===== src/include/lci_pkg.sv =====
// Constants and types for the light curtain status indicator block
package lci_pkg;
  // Clock and timing figures
  localparam longint unsigned LCI_CLK_HZ       = 40_000_000;
  localparam longint unsigned LCI_CLK_NS       = 25;
  localparam longint unsigned LCI_SLOW_HALF_MS = 500;
  localparam longint unsigned LCI_FAST_HALF_MS = 50;
  localparam longint unsigned LCI_SYNC_TOL_S   = 60;
  localparam longint unsigned LCI_BEAM_NS      = 1000;
  localparam longint unsigned LCI_SLOW_HALF_CYC = LCI_CLK_HZ / 1000 * LCI_SLOW_HALF_MS;
  localparam longint unsigned LCI_FAST_HALF_CYC = LCI_CLK_HZ / 1000 * LCI_FAST_HALF_MS;
  localparam longint unsigned LCI_SYNC_TOL_CYC  = LCI_CLK_HZ * LCI_SYNC_TOL_S;
  localparam longint unsigned LCI_BEAM_CYC      = LCI_BEAM_NS / LCI_CLK_NS;

  // Register offsets
  localparam logic [7:0] LCI_OFF_CTRL = 8'h00;
  localparam logic [7:0] LCI_OFF_SCAN = 8'h04;
  localparam logic [7:0] LCI_OFF_STAT = 8'h08;

  // Control register field positions
  localparam int LCI_CB_CH2      = 0;
  localparam int LCI_CB_RANGE    = 1;
  localparam int LCI_CB_EMERR    = 2;
  localparam int LCI_CB_EXTERR   = 3;
  localparam int LCI_CB_INTERR   = 4;
  localparam int LCI_CB_TAUGHT   = 5;
  localparam int LCI_CB_TEACH    = 6;
  localparam int LCI_CB_RESTART  = 7;
  localparam int LCI_CB_OVERRIDE = 8;
  localparam int LCI_CTRL_W      = 9;

  // Status register field positions
  localparam int LCI_SB_LOST = 0;
  localparam int LCI_SB_BLK  = 1;
  localparam int LCI_SF_BEAM = 8;
  localparam int LCI_SF_RX   = 16;
  localparam int LCI_SF_EM   = 20;

  // Reset values
  localparam logic [8:0] LCI_CTRL_RST = 9'h000;
  localparam logic [7:0] LCI_SCAN_RST = 8'h10;

  // Bus responses
  localparam logic [1:0] LCI_RESP_OKAY   = 2'h0;
  localparam logic [1:0] LCI_RESP_SLVERR = 2'h2;

  // Address decode result
  typedef enum logic [1:0] {
    LCI_SEL_CTRL = 2'b00,
    LCI_SEL_SCAN = 2'b01,
    LCI_SEL_STAT = 2'b10,
    LCI_SEL_NONE = 2'b11
  } lci_sel_t;

  // Emitter lamp drive
  typedef struct packed {
    logic one_green;
    logic one_red;
    logic two_green;
  } lci_em_lamp_t;

  // Receiver lamp drive
  typedef struct packed {
    logic one_green;
    logic one_red;
    logic two_yellow;
    logic three_blue;
  } lci_rx_lamp_t;
endpackage


===== src/hdl/lci_indicators.sv =====
// Status lamps, scan sequencing and sync supervision of a light curtain
`timescale 1ns/1ps
// Behaviour
// - Emitter channel 1 normal: lamp one steady green, lamp two dark.
// - Emitter channel 2 normal: both emitter lamps steady green.
// - Reduced range: lamp one flashes green, lamp two dark on channel 1, flashing in step on 2.
// - External error: receiver lamp one flashes red slowly, else red or green by output state.
// - Internal error: receiver lamp one flashes red fast, distinct from the slow blink.
// - Yellow on when outputs off, interlock armed and locked, and the field is free.
// - Yellow on when outputs on and the controller gating request is asserted.
// - Yellow dark when the interlock is armed and released, or locked with the field interrupted.
// - Blue steady once blanking is taught, dark with no special function.
// - Blue short flashes on locked interrupted field, teaching, or restart needed; slow flashes on gating or override.
// - Sync with the emitter comes only from the two coded optical sync beams.
// - Beams are evaluated in repeated scans from first to last, setting the response time.
// - During gating both sync beams may be blocked up to 60 s before sync counts as lost.
module lci_indicators
  import lci_pkg::*;
#(
  parameter int unsigned P_SLOW_HALF = 32'(LCI_SLOW_HALF_CYC), // Slow blink half period
  parameter int unsigned P_FAST_HALF = 32'(LCI_FAST_HALF_CYC), // Fast blink half period
  parameter int unsigned P_SYNC_TOL  = 32'(LCI_SYNC_TOL_CYC),  // Sync blockage tolerance
  parameter int unsigned P_BEAM_CYC  = 32'(LCI_BEAM_CYC)       // Cycles per beam
) (
  input  wire logic         i_clk,               // System clock
  input  wire logic         i_rst_n,             // Async reset, low
  input  wire logic [7:0]   i_s_axi_awaddr,      // Write address
  input  wire logic         i_s_axi_awvalid,     // Write address valid
  output logic              o_s_axi_awready,     // Write address ready
  input  wire logic [31:0]  i_s_axi_wdata,       // Write data
  input  wire logic [3:0]   i_s_axi_wstrb,       // Write strobes
  input  wire logic         i_s_axi_wvalid,      // Write data valid
  output logic              o_s_axi_wready,      // Write data ready
  output logic [1:0]        o_s_axi_bresp,       // Write response
  output logic              o_s_axi_bvalid,      // Write response valid
  input  wire logic         i_s_axi_bready,      // Write response ready
  input  wire logic [7:0]   i_s_axi_araddr,      // Read address
  input  wire logic         i_s_axi_arvalid,     // Read address valid
  output logic              o_s_axi_arready,     // Read address ready
  output logic [31:0]       o_s_axi_rdata,       // Read data
  output logic [1:0]        o_s_axi_rresp,       // Read response
  output logic              o_s_axi_rvalid,      // Read data valid
  input  wire logic         i_s_axi_rready,      // Read data ready
  input  wire logic         i_safety_switching_output, // Safety outputs on
  input  wire logic         i_restart_interlock_armed, // Interlock armed
  input  wire logic         i_restart_interlock_locked, // Interlock locked
  input  wire logic         i_field_free,        // Protective field free
  input  wire logic         i_gate_request,      // Controller gating request
  input  wire logic         i_process_gating,    // Gating active
  input  wire logic         i_sync_beam_a,       // First sync beam received
  input  wire logic         i_sync_beam_b,       // Second sync beam received
  output lci_em_lamp_t      o_em_lamp,           // Emitter lamps
  output lci_rx_lamp_t      o_rx_lamp,           // Receiver lamps
  output logic [7:0]        o_scan_beam,         // Beam under evaluation
  output logic              o_scan_start,        // Pulse at first beam
  output logic              o_sync_lost          // Sync lost
);

  // Address decode shared by both channels
  function automatic lci_sel_t dec(input logic [7:0] a);
    case (a)
      LCI_OFF_CTRL: dec = LCI_SEL_CTRL;
      LCI_OFF_SCAN: dec = LCI_SEL_SCAN;
      LCI_OFF_STAT: dec = LCI_SEL_STAT;
      default:      dec = LCI_SEL_NONE;
    endcase
  endfunction

  // Byte strobes to bit mask
  function automatic logic [31:0] smask(input logic [3:0] s);
    smask = {{8{s[3]}}, {8{s[2]}}, {8{s[1]}}, {8{s[0]}}};
  endfunction

  logic [7:0]            pin_raw;
  logic [7:0]            sync1_reg;
  logic [7:0]            sync2_reg;
  logic [LCI_CTRL_W-1:0] ctrl_reg;
  logic [7:0]            scan_reg;
  logic [7:0]            awaddr_reg;
  logic [31:0]           wdata_reg;
  logic [3:0]            wstrb_reg;
  logic [31:0]           wm;
  logic [31:0]           stat;
  logic [31:0]           slow_cnt_reg;
  logic                  slow_ph_reg;
  logic [31:0]           fast_cnt_reg;
  logic                  fast_ph_reg;
  logic [31:0]           beam_tick_reg;
  logic [31:0]           blk_cnt_reg;
  logic                  short_fl;
  logic                  both_blk;
  lci_em_lamp_t          em_next;
  lci_rx_lamp_t          rx_next;

  // Synchronised pin levels
  logic safety_switching_output_on, ri_armed, ri_locked, fld_free, gate_req, gating, beam_a, beam_b;

  // Two-stage synchroniser for every pin input
  assign pin_raw = {i_sync_beam_b, i_sync_beam_a, i_process_gating, i_gate_request,
                    i_field_free, i_restart_interlock_locked, i_restart_interlock_armed,
                    i_safety_switching_output};

  generate
    for (genvar g = 0; g < 8; g++) begin : g_sync
      always_ff @(posedge i_clk or negedge i_rst_n) begin
        if (!i_rst_n) begin
          sync1_reg[g] <= 1'b0;
          sync2_reg[g] <= 1'b0;
        end else begin
          sync1_reg[g] <= pin_raw[g];
          sync2_reg[g] <= sync1_reg[g];
        end
      end
    end
  endgenerate

  assign {beam_b, beam_a, gating, gate_req, fld_free, ri_locked, ri_armed, safety_switching_output_on} = sync2_reg;

  // Write channel: address and data taken in either order
  assign wm = smask(wstrb_reg);
  always_ff @(posedge i_clk or negedge i_rst_n) begin
    if (!i_rst_n) begin
      o_s_axi_awready <= 1'b1;
      o_s_axi_wready  <= 1'b1;
      o_s_axi_bvalid  <= 1'b0;
      o_s_axi_bresp   <= LCI_RESP_OKAY;
      awaddr_reg      <= 8'h00;
      wdata_reg       <= 32'h0000_0000;
      wstrb_reg       <= 4'h0;
      ctrl_reg        <= LCI_CTRL_RST;
      scan_reg        <= LCI_SCAN_RST;
    end else begin
      if (i_s_axi_awvalid && o_s_axi_awready) begin
        awaddr_reg      <= i_s_axi_awaddr;
        o_s_axi_awready <= 1'b0;
      end
      if (i_s_axi_wvalid && o_s_axi_wready) begin
        wdata_reg      <= i_s_axi_wdata;
        wstrb_reg      <= i_s_axi_wstrb;
        o_s_axi_wready <= 1'b0;
      end
      if (!o_s_axi_awready && !o_s_axi_wready && !o_s_axi_bvalid) begin
        o_s_axi_bvalid <= 1'b1;
        o_s_axi_bresp  <= LCI_RESP_OKAY;
        unique case (dec(awaddr_reg))
          LCI_SEL_CTRL: begin
            ctrl_reg <= (ctrl_reg & ~wm[LCI_CTRL_W-1:0]) | (wdata_reg[LCI_CTRL_W-1:0]
                        & wm[LCI_CTRL_W-1:0]);
          end
          LCI_SEL_SCAN: begin
            scan_reg <= (scan_reg & ~wm[7:0]) | (wdata_reg[7:0] & wm[7:0]);
          end
          LCI_SEL_STAT: begin
            ctrl_reg <= ctrl_reg; // Read-only, write ignored
          end
          LCI_SEL_NONE: begin
            o_s_axi_bresp <= LCI_RESP_SLVERR;
          end
        endcase
      end
      if (o_s_axi_bvalid && i_s_axi_bready) begin
        o_s_axi_bvalid  <= 1'b0;
        o_s_axi_awready <= 1'b1;
        o_s_axi_wready  <= 1'b1;
      end
    end
  end

  // Status word
  always_comb begin
    stat                             = 32'h0000_0000;
    stat[LCI_SB_LOST]                = o_sync_lost;
    stat[LCI_SB_BLK]                 = both_blk;
    stat[LCI_SF_BEAM +: 8]           = o_scan_beam;
    stat[LCI_SF_RX +: 4]             = o_rx_lamp;
    stat[LCI_SF_EM +: 3]             = o_em_lamp;
  end

  // Read channel
  always_ff @(posedge i_clk or negedge i_rst_n) begin
    if (!i_rst_n) begin
      o_s_axi_arready <= 1'b1;
      o_s_axi_rvalid  <= 1'b0;
      o_s_axi_rdata   <= 32'h0000_0000;
      o_s_axi_rresp   <= LCI_RESP_OKAY;
    end else if (i_s_axi_arvalid && o_s_axi_arready) begin
      o_s_axi_arready <= 1'b0;
      o_s_axi_rvalid  <= 1'b1;
      o_s_axi_rresp   <= LCI_RESP_OKAY;
      unique case (dec(i_s_axi_araddr))
        LCI_SEL_CTRL: o_s_axi_rdata <= {{(32-LCI_CTRL_W){1'b0}}, ctrl_reg};
        LCI_SEL_SCAN: o_s_axi_rdata <= {24'h00_0000, scan_reg};
        LCI_SEL_STAT: o_s_axi_rdata <= stat;
        LCI_SEL_NONE: begin
          o_s_axi_rdata <= 32'h0000_0000;
          o_s_axi_rresp <= LCI_RESP_SLVERR;
        end
      endcase
    end else if (o_s_axi_rvalid && i_s_axi_rready) begin
      o_s_axi_rvalid  <= 1'b0;
      o_s_axi_arready <= 1'b1;
    end
  end

  // Slow blink phase, about 1 Hz
  always_ff @(posedge i_clk or negedge i_rst_n) begin
    if (!i_rst_n) begin
      slow_cnt_reg <= 32'h0000_0000;
      slow_ph_reg  <= 1'b0;
    end else if (slow_cnt_reg >= P_SLOW_HALF - 32'd1) begin
      slow_cnt_reg <= 32'h0000_0000;
      slow_ph_reg  <= ~slow_ph_reg;
    end else begin
      slow_cnt_reg <= slow_cnt_reg + 32'd1;
    end
  end

  // Fast blink phase, about 10 Hz
  always_ff @(posedge i_clk or negedge i_rst_n) begin
    if (!i_rst_n) begin
      fast_cnt_reg <= 32'h0000_0000;
      fast_ph_reg  <= 1'b0;
    end else if (fast_cnt_reg >= P_FAST_HALF - 32'd1) begin
      fast_cnt_reg <= 32'h0000_0000;
      fast_ph_reg  <= ~fast_ph_reg;
    end else begin
      fast_cnt_reg <= fast_cnt_reg + 32'd1;
    end
  end

  // Short flash: one fast half period at the start of each slow on phase
  assign short_fl = slow_ph_reg && (slow_cnt_reg < P_FAST_HALF);

  // Lamp decisions
  always_comb begin
    em_next = '0;
    rx_next = '0;
    if (ctrl_reg[LCI_CB_EMERR]) begin
      em_next.one_red = 1'b1;
    end else if (ctrl_reg[LCI_CB_RANGE]) begin
      em_next.one_green = slow_ph_reg;
      em_next.two_green = slow_ph_reg && ctrl_reg[LCI_CB_CH2];
    end else begin
      em_next.one_green = 1'b1;
      em_next.two_green = ctrl_reg[LCI_CB_CH2];
    end
    if (ctrl_reg[LCI_CB_INTERR]) begin
      rx_next.one_red = fast_ph_reg;
    end else if (ctrl_reg[LCI_CB_EXTERR]) begin
      rx_next.one_red = slow_ph_reg;
    end else begin
      rx_next.one_red   = ~safety_switching_output_on;
      rx_next.one_green = safety_switching_output_on;
    end
    // Yellow dark in every other interlock case
    rx_next.two_yellow = (!safety_switching_output_on && ri_armed && ri_locked && fld_free)
                         || (safety_switching_output_on && gate_req);
    if ((!fld_free && ri_locked) || ctrl_reg[LCI_CB_TEACH] || ctrl_reg[LCI_CB_RESTART]) begin
      rx_next.three_blue = short_fl;
    end else if (gating || ctrl_reg[LCI_CB_OVERRIDE]) begin
      rx_next.three_blue = slow_ph_reg;
    end else begin
      rx_next.three_blue = ctrl_reg[LCI_CB_TAUGHT];
    end
  end

  // Lamp outputs
  always_ff @(posedge i_clk or negedge i_rst_n) begin
    if (!i_rst_n) begin
      o_em_lamp <= '0;
      o_rx_lamp <= '0;
    end else begin
      o_em_lamp <= em_next;
      o_rx_lamp <= rx_next;
    end
  end

  // Scan sequencer over the configured beam count
  always_ff @(posedge i_clk or negedge i_rst_n) begin
    if (!i_rst_n) begin
      beam_tick_reg <= 32'h0000_0000;
      o_scan_beam   <= 8'h00;
      o_scan_start  <= 1'b0;
    end else begin
      o_scan_start <= 1'b0;
      if (beam_tick_reg >= P_BEAM_CYC - 32'd1) begin
        beam_tick_reg <= 32'h0000_0000;
        if ((scan_reg == 8'h00) || (o_scan_beam >= scan_reg - 8'h01)) begin
          o_scan_beam  <= 8'h00;
          o_scan_start <= 1'b1;
        end else begin
          o_scan_beam <= o_scan_beam + 8'h01;
        end
      end else begin
        beam_tick_reg <= beam_tick_reg + 32'd1;
      end
    end
  end

  // Sync supervision from the optical sync beams only
  assign both_blk = !beam_a && !beam_b;
  always_ff @(posedge i_clk or negedge i_rst_n) begin
    if (!i_rst_n) begin
      blk_cnt_reg <= 32'h0000_0000;
      o_sync_lost <= 1'b0;
    end else begin
      if (!both_blk) begin
        blk_cnt_reg <= 32'h0000_0000;
      end else if (blk_cnt_reg < P_SYNC_TOL) begin
        blk_cnt_reg <= blk_cnt_reg + 32'd1;
      end
      o_sync_lost <= both_blk && (!gating || blk_cnt_reg >= P_SYNC_TOL);
    end
  end

endmodule


===== config.mk =====
export PLATFORM = sky130hd
export DESIGN_NAME = lci_indicators
export DESIGN_NICKNAME = d
export VERILOG_FILES = /design/src/include/lci_pkg.sv /design/src/hdl/lci_indicators.sv
export SDC_FILE = /design/constraint.sdc
export NUM_CORES = 1
export LEC_CHECK = 0
export BUFFER_PORTS_ARGS = -buffer_cell sky130_fd_sc_hd__buf_2
export CAP_MARGIN = 20
export CORE_UTILIZATION = 35
export CTS_CLUSTER_SIZE = 40
export DETAILED_ROUTE_END_ITERATION = 7
export GPL_TIMING_DRIVEN = 1
export SLEW_MARGIN = 20
export SYNTH_ARGS = -nofsm -noshare
export SYNTH_HDL_FRONTEND = slang
export SYNTH_SLANG_ARGS = --single-unit
export TNS_END_PERCENT = 30

===== constraint.sdc =====
create_clock -name i_clk -period 2.8 [get_ports i_clk]
set_input_delay 0.42 -clock i_clk [delete_from_list [all_inputs] [get_ports i_clk]]
set_output_delay 0.42 -clock i_clk [all_outputs]
set_load 0.01 [all_outputs]

# Word level (Yosys, flattened, before mapping)
# Index checks and enable logic that the tools add are counted.
[totals] in_bits=67 wordCells=156 register_bits=240 output_inout_bits=58
[op_classes] n_eq_ne=10 mux=36 addsub=6 order_cmp=7 reduce_logical=41 bitwise=11
[op_table] cell="$mux 32" n=5
[op_table] cell="$add 32x1->32 const B" n=4
[op_table] cell="$pmux 32 s4" n=1
[op_table] cell="$ge 32x21->1 const B" n=1
[op_table] cell="$ge 32x25->1 const B" n=1
[op_table] cell="$ge 32x32->1 const B" n=1
[op_table] cell="$ge 32x6->1 const B" n=1
[op_table] cell="$lt 32x21->1 const B" n=1
[op_table] cell="$lt 32x32->1 const B" n=1
[op_table] cell="$logic_not 8->1" n=3
[op_table] cell="$mux 1" n=23
[op_table] cell="$and 9x9->9" n=2
[op_table] cell="$and 8x8->8" n=2
[op_table] cell="$eq 8x3->1 const B" n=2
[op_table] cell="$eq 8x4->1 const B" n=2
[op_table] cell="$logic_and 1x1->1" n=16
[op_table] cell="$pmux 2 s3" n=2
[op_table] cell="$not 9->9" n=1
[op_table] cell="$or 9x9->9" n=1
[op_table] cell="$add 8x1->8 const B" n=1
[op_table] cell="$ge 8x8->1" n=1
[op_table] cell="$logic_not 1->1" n=8
[op_table] cell="$mux 2" n=4
[op_table] cell="$mux 8" n=1
[op_table] cell="11 further kinds" n=26

# Depth between registers and ports, before layout
[depth] word_depth=6 mapped_depth=10 mapped_depth_nobuf=10

# Worst setup path after synthesis
# No wires, ideal clock.
[synth_timing] kind="flip-flop to flip-flop" from="register (tool-made name)" to="register o_scan_beam[6]" path_buffers=0 stages_incl_launch_ff=11 t_arrival_ps=2456 required_time_ps=2674 synth_period_minus_slack_ps=2583 slack_ps=217 setup_ps=126 path_cell_list="dfrtp_1 > inv_1 > ha_1 > or3b_2 > nor3_1 > xnor2_1 > ha_1 > o211ai_1 > o21ai_1 > nor2_1 > a221o_1"
[synth_rtl] item="end signal: assignment" line_no="lci_indicators.sv:292" text="o_scan_beam <= o_scan_beam + 8'h01;"
[synth_rtl] item="end: declaration" line_no="lci_indicators.sv:54" text="output logic [7:0] o_scan_beam,"

==> metrics.md <==
| Metric | Value |
|---|---|
| Hold Crit Start | i_s_axi_arvalid |
| Cell Pwr Density | 713.8 nW/um^2 |
| GRT Total Usage | 14.57% |
| Final WS setup | 0.1945 ns |
| Worst Setup Start Kind | register |
| # DRC | 0 |
| TritonCTS Buffers | 26 |
| Synth Cell Area | 9687 sq um |
| EDFF count, synth | 0 |
| Setup-failing EPs final | 0 |
| Die Span X | 168.4 um |
| Syn avg cell area | 11.38 sq um |
| Critical Path, Cell by Cell | inv_1 -> ha_1 -> or3b_2 -> nor3_1 -> xnor2_1 -> ha_1 -> o211ai_1 -> o21ai_2 -> buf_4 -> o21ai_0 -> a22o_1 |
| Pint | 6299 uW |
| Cell mode on critical path | ha_1 |
| CP required | 3.23 ns |
| Combinational power share | 12.2% |
| Area leader, netlist | dfrtp_1 |
| Setup TNS | 0 ns |
| First-pass GRT wire length | 33490 um |
| Critical Path Slowest Stage Cell | or3b_2 |
| Pre-CTS setup slack | 0.08597 ns |
| Sequential Power Share | 45.9% |
| Netlist cell types | 60 |
| DP Wirelength | 13950 um |
| Vias per inst | 4.876 |
| Final Instance Area | 11820 sq um |
| Post-synth top area share | 58.12% |
| Starting DRT DRC Count | 410 |
| WL final | 20150 um |
| Total core area | 27030 sq um |
| CTS tree | yes |
| Worst-skew pair later-pin latency | 0.54 ns |
| TritonRoute pass-1 iters | 5 |
| # IOs | 125 |
| Initial Util | 35.84% |
| Clk network pwr share | 41.8% |
| Post-synthesis sequential area ratio | 59.21% |
| P_sw | 2136 uW |
| Worst-case hold slack | 0.03714 ns |
| Root Buffer | clkbuf_16 |
| Die Span Y | 168.4 um |
| Vias in the first global route | 6593 |
| Fin. Hold Viols | 0 |
| Post-DRT Antenna Nets | 0 |
| Synth area leaders | dfrtp_1, mux2_2, nor2_1, xor2_1, xnor2_1 |
| N_diodes | 0 |
| Nets | 1099 |
| H-tree depth | 1 |
| Synth Flop Type | dfrtp_1 |
| PortBufs | 88 |
| Die area | 28350 sq um |
| Rel. slew slack | 48.30% |
| Via count | 6714 |
| Hold/Removal Path Class | primary input to register |
| # clock sinks | 229 |
| Fin crit share | 93.05% |
| Fmax | 383.8 MHz |
| Max Cap Viol | 0 |
| CP arrival | 3.03 ns |
| P_leak | 0.005345 uW |
| GRT overflow | 0 |
| Post-synthesis register bit count | 229 |
| Placed Area | 10800 sq um |
| Worst-path fanout max | 5 |
| Synthesis Warnings | 0 |
| Tmin final | 2.606 ns |
| Peak supply drop | 0.0005076 V |
| CP max stage delay | 0.49 ns |
| Post-synth ARST share | 100.0% |
| Share of post-route cells with drive strength above 1 | 20.66% |
| Clock Skew | 0.02942 ns |
| CTS Buffer Depth | 3 |
| Number of setup buffers added after CTS | 0 |
| Status | finished, final reports clean |
| Post-synth top cells | dfrtp_1, nor2_1, nand2_1 |
| Average wire per standard cell | 14.63 um |
| Pin count of the biggest net entering global routing | 91 |
| Initial antenna violation count | 0 |
| Syn Inst Count | 851 |
| Switch share | 25.32% |
| Clock transition at path regs | 0.06 ns |
| Rows | 60 |
| Most common cell in the netlist | dfrtp_1 |
| Worst-Margin Slew | 0.7738 ns |
| RSZ-0062 raised after global routing | false |
| Syn-to-layout area delta | 22.00% |
| Non-filler instance count after layout | 1377 |
| Crit end category | register |
| GP Congestion | 0.8006 |
| Crit path kind | register to register |
| Slew Limit Fails | 0 |
| Placed insts | 1321 |
[cell usage in the layout, fill, tap and decap left out, drive strengths merged, types with 7 or more instances in the layout]
cell,count
nor2,101
ha,15
a22o,22
a21oi,20
o21ai,36
and3,15
buf,112
conb,55
nand3,36
xnor2,26
nand4,26
mux2,37
clkbuf,33
dlygate4sd3,9
clkinv,7
or3,13
and4,9
dfrtp,225
nor3,17
inv,21
nand2,61
xor2,41
nor4,21
[metrics by stage]
step / power [uW] / util (%)
detailed placement: 4941 / 39.97
floorplan: 4491 / -
global route: 8860 / 43.73
CTS: 8546 / 43.66
finish: 8435 / 43.73
global placement: 4908 / 39.97
[logic make-up after synthesis]
logic type,share of synthesized area (%)
DFF,59.21
and+or+nand+nor,17.08
AOI/OAI and AO/OA,7.879
muxes,4.921
xor gates and xnor gates,6.058
other,0.03871
adders and majority gates,1.937
buffers and inverters,2.880
[worst max-delay path, delay by kind of cell, from the launching register on]
kind / cells / cell delay, ns
AO/OA/AOI/OAI: 4 / 0.63
XOR/XNOR: 1 / 0.10
adder cells (fa/ha/maj): 2 / 0.45
buffers and inverters: 2 / 0.25
flip-flops: 1 / 0.39
AND/OR/NAND/NOR: 2 / 0.69
[worst paths after layout]
kind / endpoint / slack [ns] / cells past startpoint
worst max-delay path: o_scan_beam[4]$_DFFE_PN0N_ / 0.19 / 11
worst min-delay path: o_s_axi_arready$_DFFE_PN1P_ / 0.04 / 2
worst max register to register: o_scan_beam[4]$_DFFE_PN0N_ / 0.19 / 11
worst min register to register: ri_locked$_DFF_PN0_ / 0.35 / 0
max in group asynchronous: beam_tick_reg[3]$_DFF_PN0_ / 1.55 / 3
min in group asynchronous: blk_cnt_reg[19]$_DFFE_PN0P_ / 0.48 / 2
[power groups by stage]
stage	clock network [uW]	logic, uW	registers (uW)
floorplan	0	632	3860
global placement	0	979	3930
detailed placement	0	1000	3940
CTS	3650	1020	3880
global route	3770	1170	3920
finish	3530	1030	3880
[area by class of cell]
type / instances / area (sq um)
multi-input combinational: 618 / 3900
clock buffer: 33 / 716.9
sequential: 229 / 5736
tap: 341 / 426.7
fill: 2506 / 15210
clock inverter: 14 / 188.9
inverter: 21 / 78.83
timing repair buffer: 121 / 770.7
[routing by layer]
layer / GRT usage, % / vias up / routed length, um
met5: 0 / - / 0
met4: 4.387 / 0 / 474
met3: 2.351 / 33 / 813
met2: 23.36 / 130 / 9272
met1: 20.26 / 3276 / 9590
li1: - / 3275 / -
[what timing repair did]
item	4_1_cts	5_1_grt
endpoints found under the hold margin	92	0
setup endpoints to repair	0	7
resized for setup	0	4
hold buffers	9	0
Note: power is estimated with default switching activity, not from simulation.
